[src/rtl/pvcs_pkg.sv]
// pvcs_pkg: constants, register map and carrier types of the vco calibration sequencer
// assumes one clock domain; registers are 8-bit, byte addressed, 64 locations
package pvcs_pkg;
  localparam int unsigned CLK_HZ          = 10_000_000;
  localparam logic [5:0]  ADDR_INT_LO     = 6'h10;
  localparam logic [5:0]  ADDR_INT_HI     = 6'h11;
  localparam logic [5:0]  ADDR_PRIMARY_FRACTION_0    = 6'h14;
  localparam logic [5:0]  ADDR_PRIMARY_FRACTION_1    = 6'h15;
  localparam logic [5:0]  ADDR_PRIMARY_FRACTION_2    = 6'h16;
  localparam logic [5:0]  ADDR_PRIMARY_FRACTION_3    = 6'h17;
  localparam logic [5:0]  ADDR_AUXILIARY_FRACTION_LO   = 6'h18;
  localparam logic [5:0]  ADDR_AUXILIARY_FRACTION_HI   = 6'h19;
  localparam logic [5:0]  ADDR_AUXILIARY_MODULUS_LO    = 6'h1A;
  localparam logic [5:0]  ADDR_AUXILIARY_MODULUS_HI    = 6'h1B;
  localparam logic [5:0]  ADDR_OUTDIV     = 6'h1D;
  localparam logic [5:0]  ADDR_PUMP       = 6'h1E;
  localparam logic [5:0]  ADDR_REFCTL     = 6'h1F;
  localparam logic [5:0]  ADDR_BAND_DIV   = 6'h30;
  localparam logic [5:0]  ADDR_FINE_LO    = 6'h31;
  localparam logic [5:0]  ADDR_FINE_HI    = 6'h32;
  localparam logic [5:0]  ADDR_DAC_COARSE = 6'h33;
  localparam logic [5:0]  ADDR_LVL_COARSE = 6'h34;
  localparam logic [5:0]  ADDR_STATUS     = 6'h35;
  // refctl fields
  localparam int unsigned REFCTL_DOUBLER  = 0;
  localparam int unsigned REFCTL_HALVING  = 1;
  localparam int unsigned REFCTL_RDIV_LSB = 2;
  localparam int unsigned REFCTL_AUTOCAL  = 7;
  // reset values
  localparam logic [7:0]  RST_BAND_DIV    = 8'h01;
  localparam logic [7:0]  RST_FINE_LO     = 8'h02;
  localparam logic [7:0]  RST_DAC_COARSE  = 8'h02;
  localparam logic [7:0]  RST_LVL_COARSE  = 8'h03;
  localparam logic [7:0]  RST_REFCTL      = 8'h84;
  localparam logic [7:0]  RST_AUXILIARY_MODULUS_LO     = 8'h02;
  // sequence counts
  localparam logic [10:0] COARSE_SCALE    = 11'h400;
  localparam logic [3:0]  BAND_STEP_CYC   = 4'hF;
  localparam logic [3:0]  BAND_STEPS      = 4'hB;
  localparam logic [5:0]  LEVEL_STEPS     = 6'h3F;
  localparam logic [5:0]  RDIV_MAX        = 6'h20;
  localparam int unsigned PRIMARY_MOD_BITS = 25;

  typedef enum logic [2:0] {
    PVCS_IDLE, PVCS_DAC_SETTLE, PVCS_BAND, PVCS_LEVEL, PVCS_LOOP
  } pvcs_state_e;

  // active (double-buffered) frequency setting
  typedef struct packed {
    logic [15:0]                 int_value;
    logic [PRIMARY_MOD_BITS-1:0] primary_fraction;
    logic [13:0]                 auxiliary_fraction;
    logic [13:0]                 auxiliary_modulus;
    logic                        doubler;
    logic                        reference_halving;
    logic [4:0]                  ref_div;
    logic [3:0]                  pump_current;
    logic [2:0]                  out_div_sel;
  } pvcs_cfg_s;

  typedef struct packed {
    logic       dac_force;
    logic       band_active;
    logic       level_active;
    logic       loop_closed;
    logic       cal_done;
    logic [3:0] band_step;
    logic [5:0] bias_step;
  } pvcs_cal_s;
endpackage : pvcs_pkg

[src/rtl/pvcs_top.sv]
// pvcs_top: reference path, double-buffered frequency setting and vco calibration sequencer
// assumes clk is the oversampled reference (one reference edge per two clk cycles) and a simple
// synchronous byte register port driven by the serial front end
// Notes on behaviour
// - settle, band select, level cal, then loop
// - dac forces tune voltage during settle wait
// - settle wait is coarse*1024+fine phase ticks
// - band clock is phase clock over divider
// - eleven band steps of sixteen band clocks
// - level calibration picks core bias current
// - level step waits level*1024+fine ticks
// - level calibration runs 63 steps
// - phase rate is ref*(1+D)/(R*(1+T))
// - doubler doubles the reference rate
// - halving divides by two, 50% duty
// - feedback ratio from int, fractions, moduli
// - output is vco over output divider
// - integer write starts calibration when enabled
// - buffered settings apply on integer write
// - reference divider covers 1 to 32
// - loop reconnects when level calibration starts
`timescale 1ns/10ps
module pvcs_top
  import pvcs_pkg::*;
(
  // clock and reset
  input  wire logic              clk,
  input  wire logic              rst_n,
  // register port
  input  wire logic              reg_wr,
  input  wire logic              reg_rd,
  input  wire logic [5:0]        reg_addr,
  input  wire logic [7:0]        reg_wdata,
  output logic      [7:0]        reg_rdata,
  // phase detector clock
  output logic                   pfd_clk,
  // active frequency setting and calibration controls
  output pvcs_pkg::pvcs_cfg_s    freq_cfg,
  output logic      [6:0]        rf_div_ratio,
  output pvcs_pkg::pvcs_cal_s    cal
);
  import pvcs_pkg::*;

  logic [7:0]  shadow_reg [0:63];
  pvcs_state_e state_reg;
  logic        ref_phase_reg;
  logic [5:0]  r_cnt_reg;
  logic        half_reg;
  logic [14:0] wait_cnt_reg;
  logic [7:0]  bdiv_cnt_reg;
  logic [3:0]  cyc_cnt_reg;
  logic [3:0]  band_step_reg;
  logic [5:0]  bias_step_reg;
  logic        done_reg;
  logic        int_write;
  logic        ref_tick;
  logic        r_wrap;
  logic        pfd_tick;
  logic        bsc_tick;
  logic        wait_zero;
  logic [5:0]  r_ratio;
  logic [7:0]  band_div;

  function automatic logic [14:0] settle_target(input logic [7:0] coarse);
    logic [25:0] sum;
    sum = 26'(coarse[4:0]) * 26'(COARSE_SCALE) + 26'({shadow_reg[ADDR_FINE_HI][1:0], shadow_reg[ADDR_FINE_LO]});
    settle_target = 15'(sum - 26'd1);
  endfunction : settle_target

  assign int_write = reg_wr && (reg_addr == ADDR_INT_LO);

  // register storage and read answer
  always_ff @(posedge clk or negedge rst_n) begin
    if (!rst_n) begin
      for (int i = 0; i < 64; i++) begin
        shadow_reg[i] <= 8'h00;
      end
      shadow_reg[ADDR_BAND_DIV]   <= RST_BAND_DIV;
      shadow_reg[ADDR_FINE_LO]    <= RST_FINE_LO;
      shadow_reg[ADDR_DAC_COARSE] <= RST_DAC_COARSE;
      shadow_reg[ADDR_LVL_COARSE] <= RST_LVL_COARSE;
      shadow_reg[ADDR_REFCTL]     <= RST_REFCTL;
      shadow_reg[ADDR_AUXILIARY_MODULUS_LO]    <= RST_AUXILIARY_MODULUS_LO;
    end else if (reg_wr && reg_addr != ADDR_STATUS) begin
      shadow_reg[reg_addr] <= reg_wdata;
    end
  end

  always_ff @(posedge clk or negedge rst_n) begin
    if (!rst_n) begin
      reg_rdata <= 8'h00;
    end else if (reg_rd) begin
      unique case (reg_addr)
        ADDR_STATUS: reg_rdata <= {done_reg, band_step_reg == BAND_STEPS, 3'h0, 3'(state_reg)};
        ADDR_INT_LO, ADDR_INT_HI, ADDR_PRIMARY_FRACTION_0, ADDR_PRIMARY_FRACTION_1, ADDR_PRIMARY_FRACTION_2, ADDR_PRIMARY_FRACTION_3,
        ADDR_AUXILIARY_FRACTION_LO, ADDR_AUXILIARY_FRACTION_HI, ADDR_AUXILIARY_MODULUS_LO, ADDR_AUXILIARY_MODULUS_HI, ADDR_OUTDIV, ADDR_PUMP,
        ADDR_REFCTL, ADDR_BAND_DIV, ADDR_FINE_LO, ADDR_FINE_HI, ADDR_DAC_COARSE,
        ADDR_LVL_COARSE: reg_rdata <= shadow_reg[reg_addr];
        default: reg_rdata <= 8'h00;
      endcase
    end
  end

  // buffered values move to the active set only on the integer write
  always_ff @(posedge clk or negedge rst_n) begin
    if (!rst_n) begin
      freq_cfg     <= '0;
      rf_div_ratio <= 7'h01;
    end else if (int_write) begin
      freq_cfg.int_value          <= {shadow_reg[ADDR_INT_HI], reg_wdata};
      freq_cfg.primary_fraction   <= {shadow_reg[ADDR_PRIMARY_FRACTION_3][0], shadow_reg[ADDR_PRIMARY_FRACTION_2],
                                      shadow_reg[ADDR_PRIMARY_FRACTION_1], shadow_reg[ADDR_PRIMARY_FRACTION_0]};
      freq_cfg.auxiliary_fraction <= {shadow_reg[ADDR_AUXILIARY_FRACTION_HI][5:0], shadow_reg[ADDR_AUXILIARY_FRACTION_LO]};
      freq_cfg.auxiliary_modulus  <= {shadow_reg[ADDR_AUXILIARY_MODULUS_HI][5:0], shadow_reg[ADDR_AUXILIARY_MODULUS_LO]};
      freq_cfg.doubler            <= shadow_reg[ADDR_REFCTL][REFCTL_DOUBLER];
      freq_cfg.reference_halving  <= shadow_reg[ADDR_REFCTL][REFCTL_HALVING];
      freq_cfg.ref_div            <= shadow_reg[ADDR_REFCTL][REFCTL_RDIV_LSB +: 5];
      freq_cfg.pump_current       <= shadow_reg[ADDR_PUMP][3:0];
      freq_cfg.out_div_sel        <= shadow_reg[ADDR_OUTDIV][2:0];
      // selects above 6 clamp to divide by 64
      rf_div_ratio <= (shadow_reg[ADDR_OUTDIV][2:0] > 3'h6) ? 7'h40 : 7'(7'h01 << shadow_reg[ADDR_OUTDIV][2:0]);
    end
  end

  // reference path: doubler, divider by R, optional halving
  assign ref_tick = freq_cfg.doubler | ref_phase_reg;
  assign r_ratio  = (freq_cfg.ref_div == 5'h00) ? RDIV_MAX : {1'b0, freq_cfg.ref_div};
  assign r_wrap   = ref_tick && (r_cnt_reg == r_ratio - 6'h01);
  assign pfd_tick = r_wrap && (!freq_cfg.reference_halving || !half_reg);

  always_ff @(posedge clk or negedge rst_n) begin
    if (!rst_n) begin
      ref_phase_reg <= 1'b0;
      r_cnt_reg     <= 6'h00;
      half_reg      <= 1'b0;
      pfd_clk       <= 1'b0;
    end else begin
      ref_phase_reg <= ~ref_phase_reg;
      if (int_write) begin
        r_cnt_reg <= 6'h00;
      end else if (r_wrap) begin
        r_cnt_reg <= 6'h00;
      end else if (ref_tick) begin
        r_cnt_reg <= r_cnt_reg + 6'h01;
      end
      if (r_wrap) begin
        half_reg <= ~half_reg;
      end
      // toggle gives even duty; without halving the clock is a one-cycle pulse
      pfd_clk <= freq_cfg.reference_halving ? (r_wrap ? ~half_reg : half_reg) : r_wrap;
    end
  end

  // band-selection clock enable
  assign band_div = (shadow_reg[ADDR_BAND_DIV] == 8'h00) ? 8'h01 : shadow_reg[ADDR_BAND_DIV];
  assign bsc_tick = pfd_tick && (bdiv_cnt_reg == band_div - 8'h01);
  assign wait_zero = (wait_cnt_reg == 15'h0000);

  always_ff @(posedge clk or negedge rst_n) begin
    if (!rst_n) begin
      bdiv_cnt_reg <= 8'h00;
    end else if (state_reg != PVCS_BAND || bsc_tick) begin
      bdiv_cnt_reg <= 8'h00;
    end else if (pfd_tick) begin
      bdiv_cnt_reg <= bdiv_cnt_reg + 8'h01;
    end
  end

  // calibration sequencer
  always_ff @(posedge clk or negedge rst_n) begin
    if (!rst_n) begin
      state_reg     <= PVCS_IDLE;
      wait_cnt_reg  <= 15'h0000;
      cyc_cnt_reg   <= 4'h0;
      band_step_reg <= 4'h0;
      bias_step_reg <= 6'h00;
    end else if (int_write && shadow_reg[ADDR_REFCTL][REFCTL_AUTOCAL]) begin
      // a new integer write restarts any calibration in flight
      state_reg     <= PVCS_DAC_SETTLE;
      wait_cnt_reg  <= settle_target(shadow_reg[ADDR_DAC_COARSE]);
      cyc_cnt_reg   <= 4'h0;
      band_step_reg <= 4'h0;
      bias_step_reg <= 6'h00;
    end else begin
      unique case (state_reg)
        PVCS_IDLE, PVCS_LOOP: begin
        end
        PVCS_DAC_SETTLE: begin
          if (pfd_tick) begin
            if (wait_zero) begin
              state_reg <= PVCS_BAND;
            end else begin
              wait_cnt_reg <= wait_cnt_reg - 15'h0001;
            end
          end
        end
        PVCS_BAND: begin
          if (bsc_tick) begin
            cyc_cnt_reg <= cyc_cnt_reg + 4'h1;
            if (cyc_cnt_reg == BAND_STEP_CYC) begin
              band_step_reg <= band_step_reg + 4'h1;
              if (band_step_reg == BAND_STEPS - 4'h1) begin
                state_reg    <= PVCS_LEVEL;
                wait_cnt_reg <= settle_target(shadow_reg[ADDR_LVL_COARSE]);
              end
            end
          end
        end
        PVCS_LEVEL: begin
          if (pfd_tick) begin
            if (!wait_zero) begin
              wait_cnt_reg <= wait_cnt_reg - 15'h0001;
            end else begin
              bias_step_reg <= bias_step_reg + 6'h01;
              wait_cnt_reg  <= settle_target(shadow_reg[ADDR_LVL_COARSE]);
              if (bias_step_reg == LEVEL_STEPS - 6'h01) begin
                state_reg <= PVCS_LOOP;
              end
            end
          end
        end
        default: state_reg <= PVCS_IDLE;
      endcase
    end
  end

  // done stays set until the next calibration start
  always_ff @(posedge clk or negedge rst_n) begin
    if (!rst_n) begin
      done_reg <= 1'b0;
    end else if (state_reg == PVCS_LEVEL && pfd_tick && wait_zero && bias_step_reg == LEVEL_STEPS - 6'h01) begin
      done_reg <= 1'b1;
    end else if (int_write && shadow_reg[ADDR_REFCTL][REFCTL_AUTOCAL]) begin
      done_reg <= 1'b0;
    end
  end

  always_ff @(posedge clk or negedge rst_n) begin
    if (!rst_n) begin
      cal <= '0;
    end else begin
      cal.dac_force    <= (state_reg == PVCS_DAC_SETTLE) || (state_reg == PVCS_BAND);
      cal.band_active  <= (state_reg == PVCS_BAND);
      cal.level_active <= (state_reg == PVCS_LEVEL);
      cal.loop_closed  <= (state_reg == PVCS_IDLE) || (state_reg == PVCS_LOOP) || (state_reg == PVCS_LEVEL);
      cal.cal_done     <= done_reg;
      cal.band_step    <= band_step_reg;
      cal.bias_step    <= bias_step_reg;
    end
  end
endmodule : pvcs_top

[config.mk]
export PLATFORM = sky130hd
export DESIGN_NAME = pvcs_top
export DESIGN_NICKNAME = d
export VERILOG_FILES = /design/src/rtl/pvcs_pkg.sv /design/src/rtl/pvcs_top.sv
export SDC_FILE = /design/constraint.sdc
export NUM_CORES = 1
export LEC_CHECK = 0
export BUFFER_PORTS_ARGS = -buffer_cell sky130_fd_sc_hd__buf_2
export CAP_MARGIN = 10
export CORE_ASPECT_RATIO = 1.4
export CORE_MARGIN = 5
export CORE_UTILIZATION = 40
export CTS_CLUSTER_DIAMETER = 200
export DETAILED_ROUTE_END_ITERATION = 8
export PLACE_DENSITY = 0.64
export SYNTH_ARGS = -nofsm -noshare
export SYNTH_HDL_FRONTEND = slang
export SYNTH_SLANG_ARGS = --single-unit
[constraint.sdc]
create_clock -name clk -period 3.7 [get_ports clk]
set_clock_uncertainty 0.2 [all_clocks]
set_input_delay 0.185 -clock clk [delete_from_list [all_inputs] [get_ports clk]]
set_output_delay 0.185 -clock clk [all_outputs]
set_load 0.02 [all_outputs]
==> results of run 1 <==
-- routing by layer --
layer,part of all wire (%),GRT usage [%],wire [um]
met1,43,25.38,21290
met2,50,30.92,24460
met3,4.3,2.320,2099
met4,2.8,5.294,1376
met5,0.041,0,20
-- power by group --
part           switching (mW)  internal, mW  leakage, nW  total [mW]
combinational           0.878         0.849         4.67        1.73
clock                    1.82          2.68        0.708        4.50
sequential              0.393          5.08         5.41        5.47
-- critical path, cell delays in order, from the launching register on --
cell	delay [ns]
dfrtp_1	0.43
or4_4	0.52
o41a_1	0.38
ha_1	0.23
or3_1	0.38
a31oi_1	0.23
and4b_4	0.28
buf_4	0.14
nand3_2	0.13
or3_1	0.37
a21oi_1	0.16
-- stage by stage --
step           utilization (%)  hold WS (ns)  total power [mW]
2_1_floorplan                -       -0.3106             6.643
3_3_place_gp             43.42      -0.02477             7.194
3_5_place_dp             43.42      -0.01738             7.274
4_1_cts                  46.59      0.004159             11.80
5_1_grt                  46.60       0.03970             12.20
6_report                 46.61       0.02310             11.70
-- cell type report --
| cell class | count | area, um2 | share of cell area, % |
|---|---|---|---|
| diodes | 2 | 5.005 | 0.02231 |
| clock buffers | 56 | 1185 | 5.281 |
| clock inverters | 19 | 277.8 | 1.238 |
| inverters | 28 | 105.1 | 0.4684 |
| multi-input cells | 1059 | 8432 | 37.58 |
| flip-flops and latches | 419 | 10500 | 46.78 |
| well taps | 630 | 788.3 | 3.513 |
| repair buffers | 188 | 1149 | 5.119 |
-- cell families (layout without fill, tap and decap cells) --
family,count (synthesis),after routing
buffers and inverters,158,291
adder cells (fa/ha/maj),11,11
AO/OA/AOI/OAI,126,126
multiplexers,330,330
flip-flops,419,419
XOR/XNOR,47,47
AND/OR/NAND/NOR,545,545
other,0,2
-- cell usage in the layout (no fill, tap or decap), types with 7 or more instances in the layout --
cell type	netlist	routed
or3_1	11	11
xor2_1	25	25
nor4_1	8	8
nand4_1	12	12
xnor2_1	21	21
clkbuf_1	103	7
and3_1	10	10
mux2_2	240	240
buf_2	7	129
mux2i_1	10	10
nor2b_1	14	14
buf_4	1	49
nand2_1	326	325
nor2_1	77	75
dfrtp_1	410	410
clkbuf_16	0	43
nor3_1	22	22
o21ai_0	24	24
dfstp_2	9	9
a21oi_1	30	29
inv_1	28	28
clkinv_2	0	7
a31oi_1	13	13
ha_1	11	11
nand3_1	31	31
mux4_2	80	80
-- Yosys cell counts, types with 6 or more instances --
library cell | instances | area, um2
a21oi_1 | 30 | 150.1
a31oi_1 | 13 | 81.33
and3_1 | 10 | 62.56
buf_1 | 18 | 67.56
buf_2 | 7 | 35.03
clkbuf_1 | 103 | 386.6
dfrtp_1 | 410 | 10260
dfstp_2 | 9 | 236.5
ha_1 | 11 | 137.6
inv_1 | 28 | 105.1
mux2_2 | 240 | 2703
mux2i_1 | 10 | 100.1
mux4_2 | 80 | 1802
nand2_1 | 326 | 1224
nand3_1 | 31 | 155.2
nand4_1 | 12 | 75.07
nor2_1 | 77 | 289.0
nor2b_1 | 14 | 87.58
nor3_1 | 22 | 110.1
nor4_1 | 8 | 50.05
o21ai_0 | 24 | 120.1
o221ai_1 | 6 | 52.55
or3_1 | 11 | 68.82
xnor2_1 | 21 | 183.9
xor2_1 | 25 | 219.0
-- repair_timing --
item | 4_1_cts | 5_1_grt
endpoints found under the hold margin | 120 | 0
setup endpoints to repair | 0 | 6
hold buffers | 6 | 0
gates resized for setup | 0 | 2
-- worst max path at each step --
stage / endpoint / slack (ns) / depth (start not counted)
floorplan: wait_cnt_reg[4] / 0.32 / 11
global placement: wait_cnt_reg[6] / 0.22 / 9
detailed placement: wait_cnt_reg[6] / 0.11 / 9
CTS: wait_cnt_reg[8] / 0.10 / 9
global route: band_step_reg[3] / 0.03 / 10
finish: cyc_cnt_reg[3] / 0.18 / 10
==> qor.yml, run 1 <==
floorplan:
  io_pins: 132
  die_area_um2: 53380
  core-area_um2: 48140
  rows: 95
  die_x_um: 196.7
  initial_core_util_pct: 40.55
  die_y_um: 271.4
clock_network:
  cts_sinks: 419
  htree_levels: 2
  cts-buffers-inserted: 42
  clock_latency_ns: 0.56
  cts_tree: "built"
  cts_setup_buffers: 0
  clock_tree.root_cell: "clkbuf_16"
  cts.clk_slew.worst_paths_ns: 0.07
  cts_max_path_buffers: 3
timing:
  final_hold_viol_count: 0
  finalSetupViolCount: 0
  max_freq_ghz: 0.2839
  slew_viol_final: 0
  slew_headroom_pct: 40.72
  worst_pin_slew_ns: 0.8860
  min_period_ns: 3.523
  finalCritPeriodShare_pct: 95.21
  setup_ws_ns: 0.1774
  rsz0062_at_grt: "false"
  fin_tns_setup_ns: 0
min_path:
  min_from: "reg_wdata[5]"
  holdCritPathClass: "primary input to flop"
  hold_depth: 3
  holdPathEnd: "shadow_reg[381]"
critical_path:
  reg2reg_depth: 10
  critPathArrivalTime_ns: 3.79
  crit_path_start_kind: "flop"
  r2r_end: "cyc_cnt_reg[3]"
  startpoint: "shadow_reg[125]"
  regToRegStartpoint: "shadow_reg[125]"
  criticalPathCategory: "flop to flop"
  worstPathMaxFanout: 5
  cp.required_ns: 3.97
  cp-end-kind: "flop"
  worst-r2r-setup-slack_ns: 0.18
synthesis:
  syn-instance-count: 1636
  syn_area_um2: 19520
  synthMuxAreaShare_pct: 23.59
  ys_dominant_reg_cell: "dfrtp_1"
  synth_compound_area_share_pct: 4.282
  synth.avg_cell_area_um2: 11.93
  ys_warn_count: 0
  synth_top_family_by_area: "multiplexers"
  synthAdderAreaFrac_pct: 0.7051
  synth-edff-count: 0
  synthSimpleGateAreaFrac_pct: 12.36
  synth_seq_cells: 419
  synthXorXnorAreaFrac_pct: 2.147
  synth_cell_types: 70
  synth_fp_nets: 1665
  async_flop_share_pct: 100.0
  yosysSeqAreaShare_pct: 53.77
placed_design:
  port_buffers: 131
  dp_cells: 2318
  placed_area_um2: 20900
  gp_congestion: 0.8626
  dp_slack_ns: 0.1058
  hpwl_mm: 33.79
final_layout:
  nFillCells: 4295
  drive_gt1_share_pct: 34.14
  area_delta_synth_final_pct: 14.95
  stdcell_count: 2401
  largest_reg_flops: 256
  fin_nets: 1767
  design_area_um2: 22440
route:
  drc: 0
  drtIter0Drc: 1134
  avgRoutedWirePerCell_um: 20.51
  antenna_left: 0
  vias: 13110
  drt-pass1-iter-count: 5
  wl_mm: 49.24
  via_per_inst: 5.461
grt:
  grt_pass1_vias: 13670
  grt_max_degree: 122
  grt_util_all_layers_pct: 18.45
  grt_antenna_before_repair: 2
  grt_first_pass_wirelength_mm: 79.41
  grt_overflow_total: 0
run_status:
  status: "finished, final reports clean"
power:
  ir_drop_v: 0.0002944
  power_leakage_nw: 10.79
  power_density_nw_per_um2: 521.3
flow_run:
  cap_violations: 0
Power figures use the tool's default switching activity.
==> run 2, diff against run 1 <==
--- a/config.mk
+++ b/config.mk
@@ -5,14 +5,14 @@
 export SDC_FILE = /design/constraint.sdc
 export NUM_CORES = 1
 export LEC_CHECK = 0
-export BUFFER_PORTS_ARGS = -buffer_cell sky130_fd_sc_hd__buf_2
 export CAP_MARGIN = 10
 export CORE_ASPECT_RATIO = 1.4
 export CORE_MARGIN = 5
 export CORE_UTILIZATION = 40
 export CTS_CLUSTER_DIAMETER = 200
 export DETAILED_ROUTE_END_ITERATION = 8
-export PLACE_DENSITY = 0.64
+export DONT_BUFFER_PORTS = 1
+export PLACE_DENSITY = 0.61
 export SYNTH_ARGS = -nofsm -noshare
 export SYNTH_HDL_FRONTEND = slang
 export SYNTH_SLANG_ARGS = --single-unit
==> qor.yml, run 2 (synthesized netlist as in run 1, its figures left out) <==
final_layout:
  largest_reg_flops: 256
  layout_commonest_cell: "dfrtp_1"
  drive_gt1_share_pct: 27.40
  area_delta_synth_final_pct: 11.56
  multiInputGateArea_um2: 8438
  fin_nets: 1632
  nFillCells: 4356
  final_cell_mix: "409 x dfrtp_1, 325 x nand2_1, 240 x mux2_2"
  register_area_um2: 10500
timing:
  slew_headroom_pct: 18.15
  worst_pin_slew_ns: 1.224
  final_hold_viol_count: 419
  finalSetupViolCount: 0
  slew_viol_final: 0
  fin_tns_setup_ns: 0
  min_period_ns: 3.539
  rsz0062_at_grt: "false"
  fin_hold_ws_ns: -0.8718
  max_freq_ghz: 0.2825
  finalCritPeriodShare_pct: 95.66
placed_design:
  port_buffers: 0
  hpwl_mm: 32.25
  gp_congestion: 0.8299
run_status:
  status: "finished with violations"
  violations: "negative hold slack"
route:
  avgRoutedWirePerCell_um: 21.91
  via_per_inst: 5.549
  drt-pass1-iter-count: 5
  drtIter0Drc: 970
  drc: 0
  vias: 12570
  antenna_left: 0
  wl_mm: 49.66
grt:
  grt_first_pass_wirelength_mm: 79.01
  grt_util_all_layers_pct: 18.58
  grt_max_degree: 420
  grt_overflow_total: 0
  grt_antenna_before_repair: 1
  grt_pass1_vias: 13160
critical_path:
  crit_path_max_incr_delay_ns: 0.51
  crit_path_start_kind: "flop"
  path_common_cell: "or3_1"
  cp.required_ns: 3.98
  slowest_stage: "or4_4"
  reg2reg_depth: 10
  cp-end-kind: "flop"
  worstPathMaxFanout: 5
  critPathArrivalTime_ns: 3.82
  cp_cell_sequence: "or4_4 -> o41a_1 -> ha_1 -> or3_1 -> a31oi_2 -> and4b_4 -> buf_4 -> nand3_2 -> or3_1 -> a21oi_1"
  criticalPathCategory: "flop to flop"
power:
  p_sw_share_pct: 25.78
  power_leakage_nw: 10.10
  power_density_nw_per_um2: 521.2
  p_sw_mw: 2.926
  p_comb_share_pct: 12.6
  internal-power_mw: 8.424
  p_total_mw: 11.35
  clkPwrFrac_pct: 38.3
  p_seq_share_pct: 49.1
  ir_drop_v: 0.0003121
clock_network:
  cts_tree: "built"
  cts_sinks: 419
  cts_max_path_buffers: 3
  postCtsHoldBufs: 32
  htree_levels: 2
  clock_latency_ns: 0.56
  cts-buffers-inserted: 43
  clock_tree.root_cell: "clkbuf_16"
  cts.clk_slew.worst_paths_ns: 0.06
floorplan:
  rows: 95
  die_y_um: 271.4
  die_area_um2: 53380
  io_pins: 132
  core-area_um2: 48140
  initial_core_util_pct: 40.55
  die_x_um: 196.7
min_path:
  holdCritPathClass: "primary input to asynchronous set/reset pin"
flow_run:
  cap_violations: 0
-- run 2: cell type report --
type	count	share of cell area (%)
Multi-Input combinational cell	1059	38.75
Clock inverter	12	0.6148
Inverter	28	0.4826
Antenna cell	1	0.01149
Clock buffer	65	5.878
Timing Repair Buffer	52	2.436
Tap cell	630	3.620
Sequential cell	419	48.21
-- run 2: path summary, 6_finish.rpt --
| kind | from | endpoint | slack, ns |
|---|---|---|---|
| worst min register to register | shadow_reg[81] | shadow_reg[81] | 0.18 |
| max in group asynchronous | rst_n | shadow_reg[64] | 3.62 |
| worst max-delay path | shadow_reg[125] | cyc_cnt_reg[3] | 0.16 |
| worst max register to register | shadow_reg[125] | cyc_cnt_reg[3] | 0.16 |
| worst min-delay path | rst_n | freq_cfg[61] | -0.87 |
| min in group clk | reg_addr[3] | reg_rdata[3] | 0.03 |
-- run 2: what timing repair did --
action,in CTS,in global routing
gates resized for setup,0,4
endpoints found under the setup margin,0,13
buffers inserted,0,1
endpoints found under the hold margin,685,419
-- run 2: worst max-delay path, delay by kind of cell (launching register included) --
family          cells  cell delay [ns]
compound gates      3             0.77
buf+inv             1             0.15
simple gates        5             1.70
flops               1             0.44
fa+ha+maj           1             0.21
-- run 2: routing by layer --
metal | vias to the layer above | wire, um | GRT usage, % | share of wire (%)
met5 | - | 0 | 0 | 0
met4 | 0 | 1066 | 4.491 | 2.1
met3 | 81 | 2539 | 3.275 | 5.1
met2 | 274 | 25400 | 32.36 | 51
met1 | 6570 | 20650 | 24.20 | 42
li1 | 5648 | - | - | -
-- run 2: power by group through the flow --
stage	Clock, mW	Sequential (mW)	Combinational [mW]
finish	4.35	5.57	1.43
global route	4.62	5.63	1.57
CTS	4.45	5.57	1.43
detailed placement	0	5.65	1.32
global placement	0	5.62	1.28
floorplan	0	5.49	1.15
-- run 2: metrics by stage --
stage	utilization, %	hold slack, ns	cell area (um2)	worst slack [ns]	std cells
2_1_floorplan	-	-0.3106	19520	0.3222	1636
3_3_place_gp	41.46	-0.2940	19960	0.2186	2155
3_5_place_dp	41.46	-0.2988	19960	0.06840	2155
4_1_cts	45.19	-0.8967	21750	0.05547	2264
5_1_grt	45.23	-0.8941	21770	0.005541	2265
6_report	45.23	-0.8718	21780	0.1607	2266
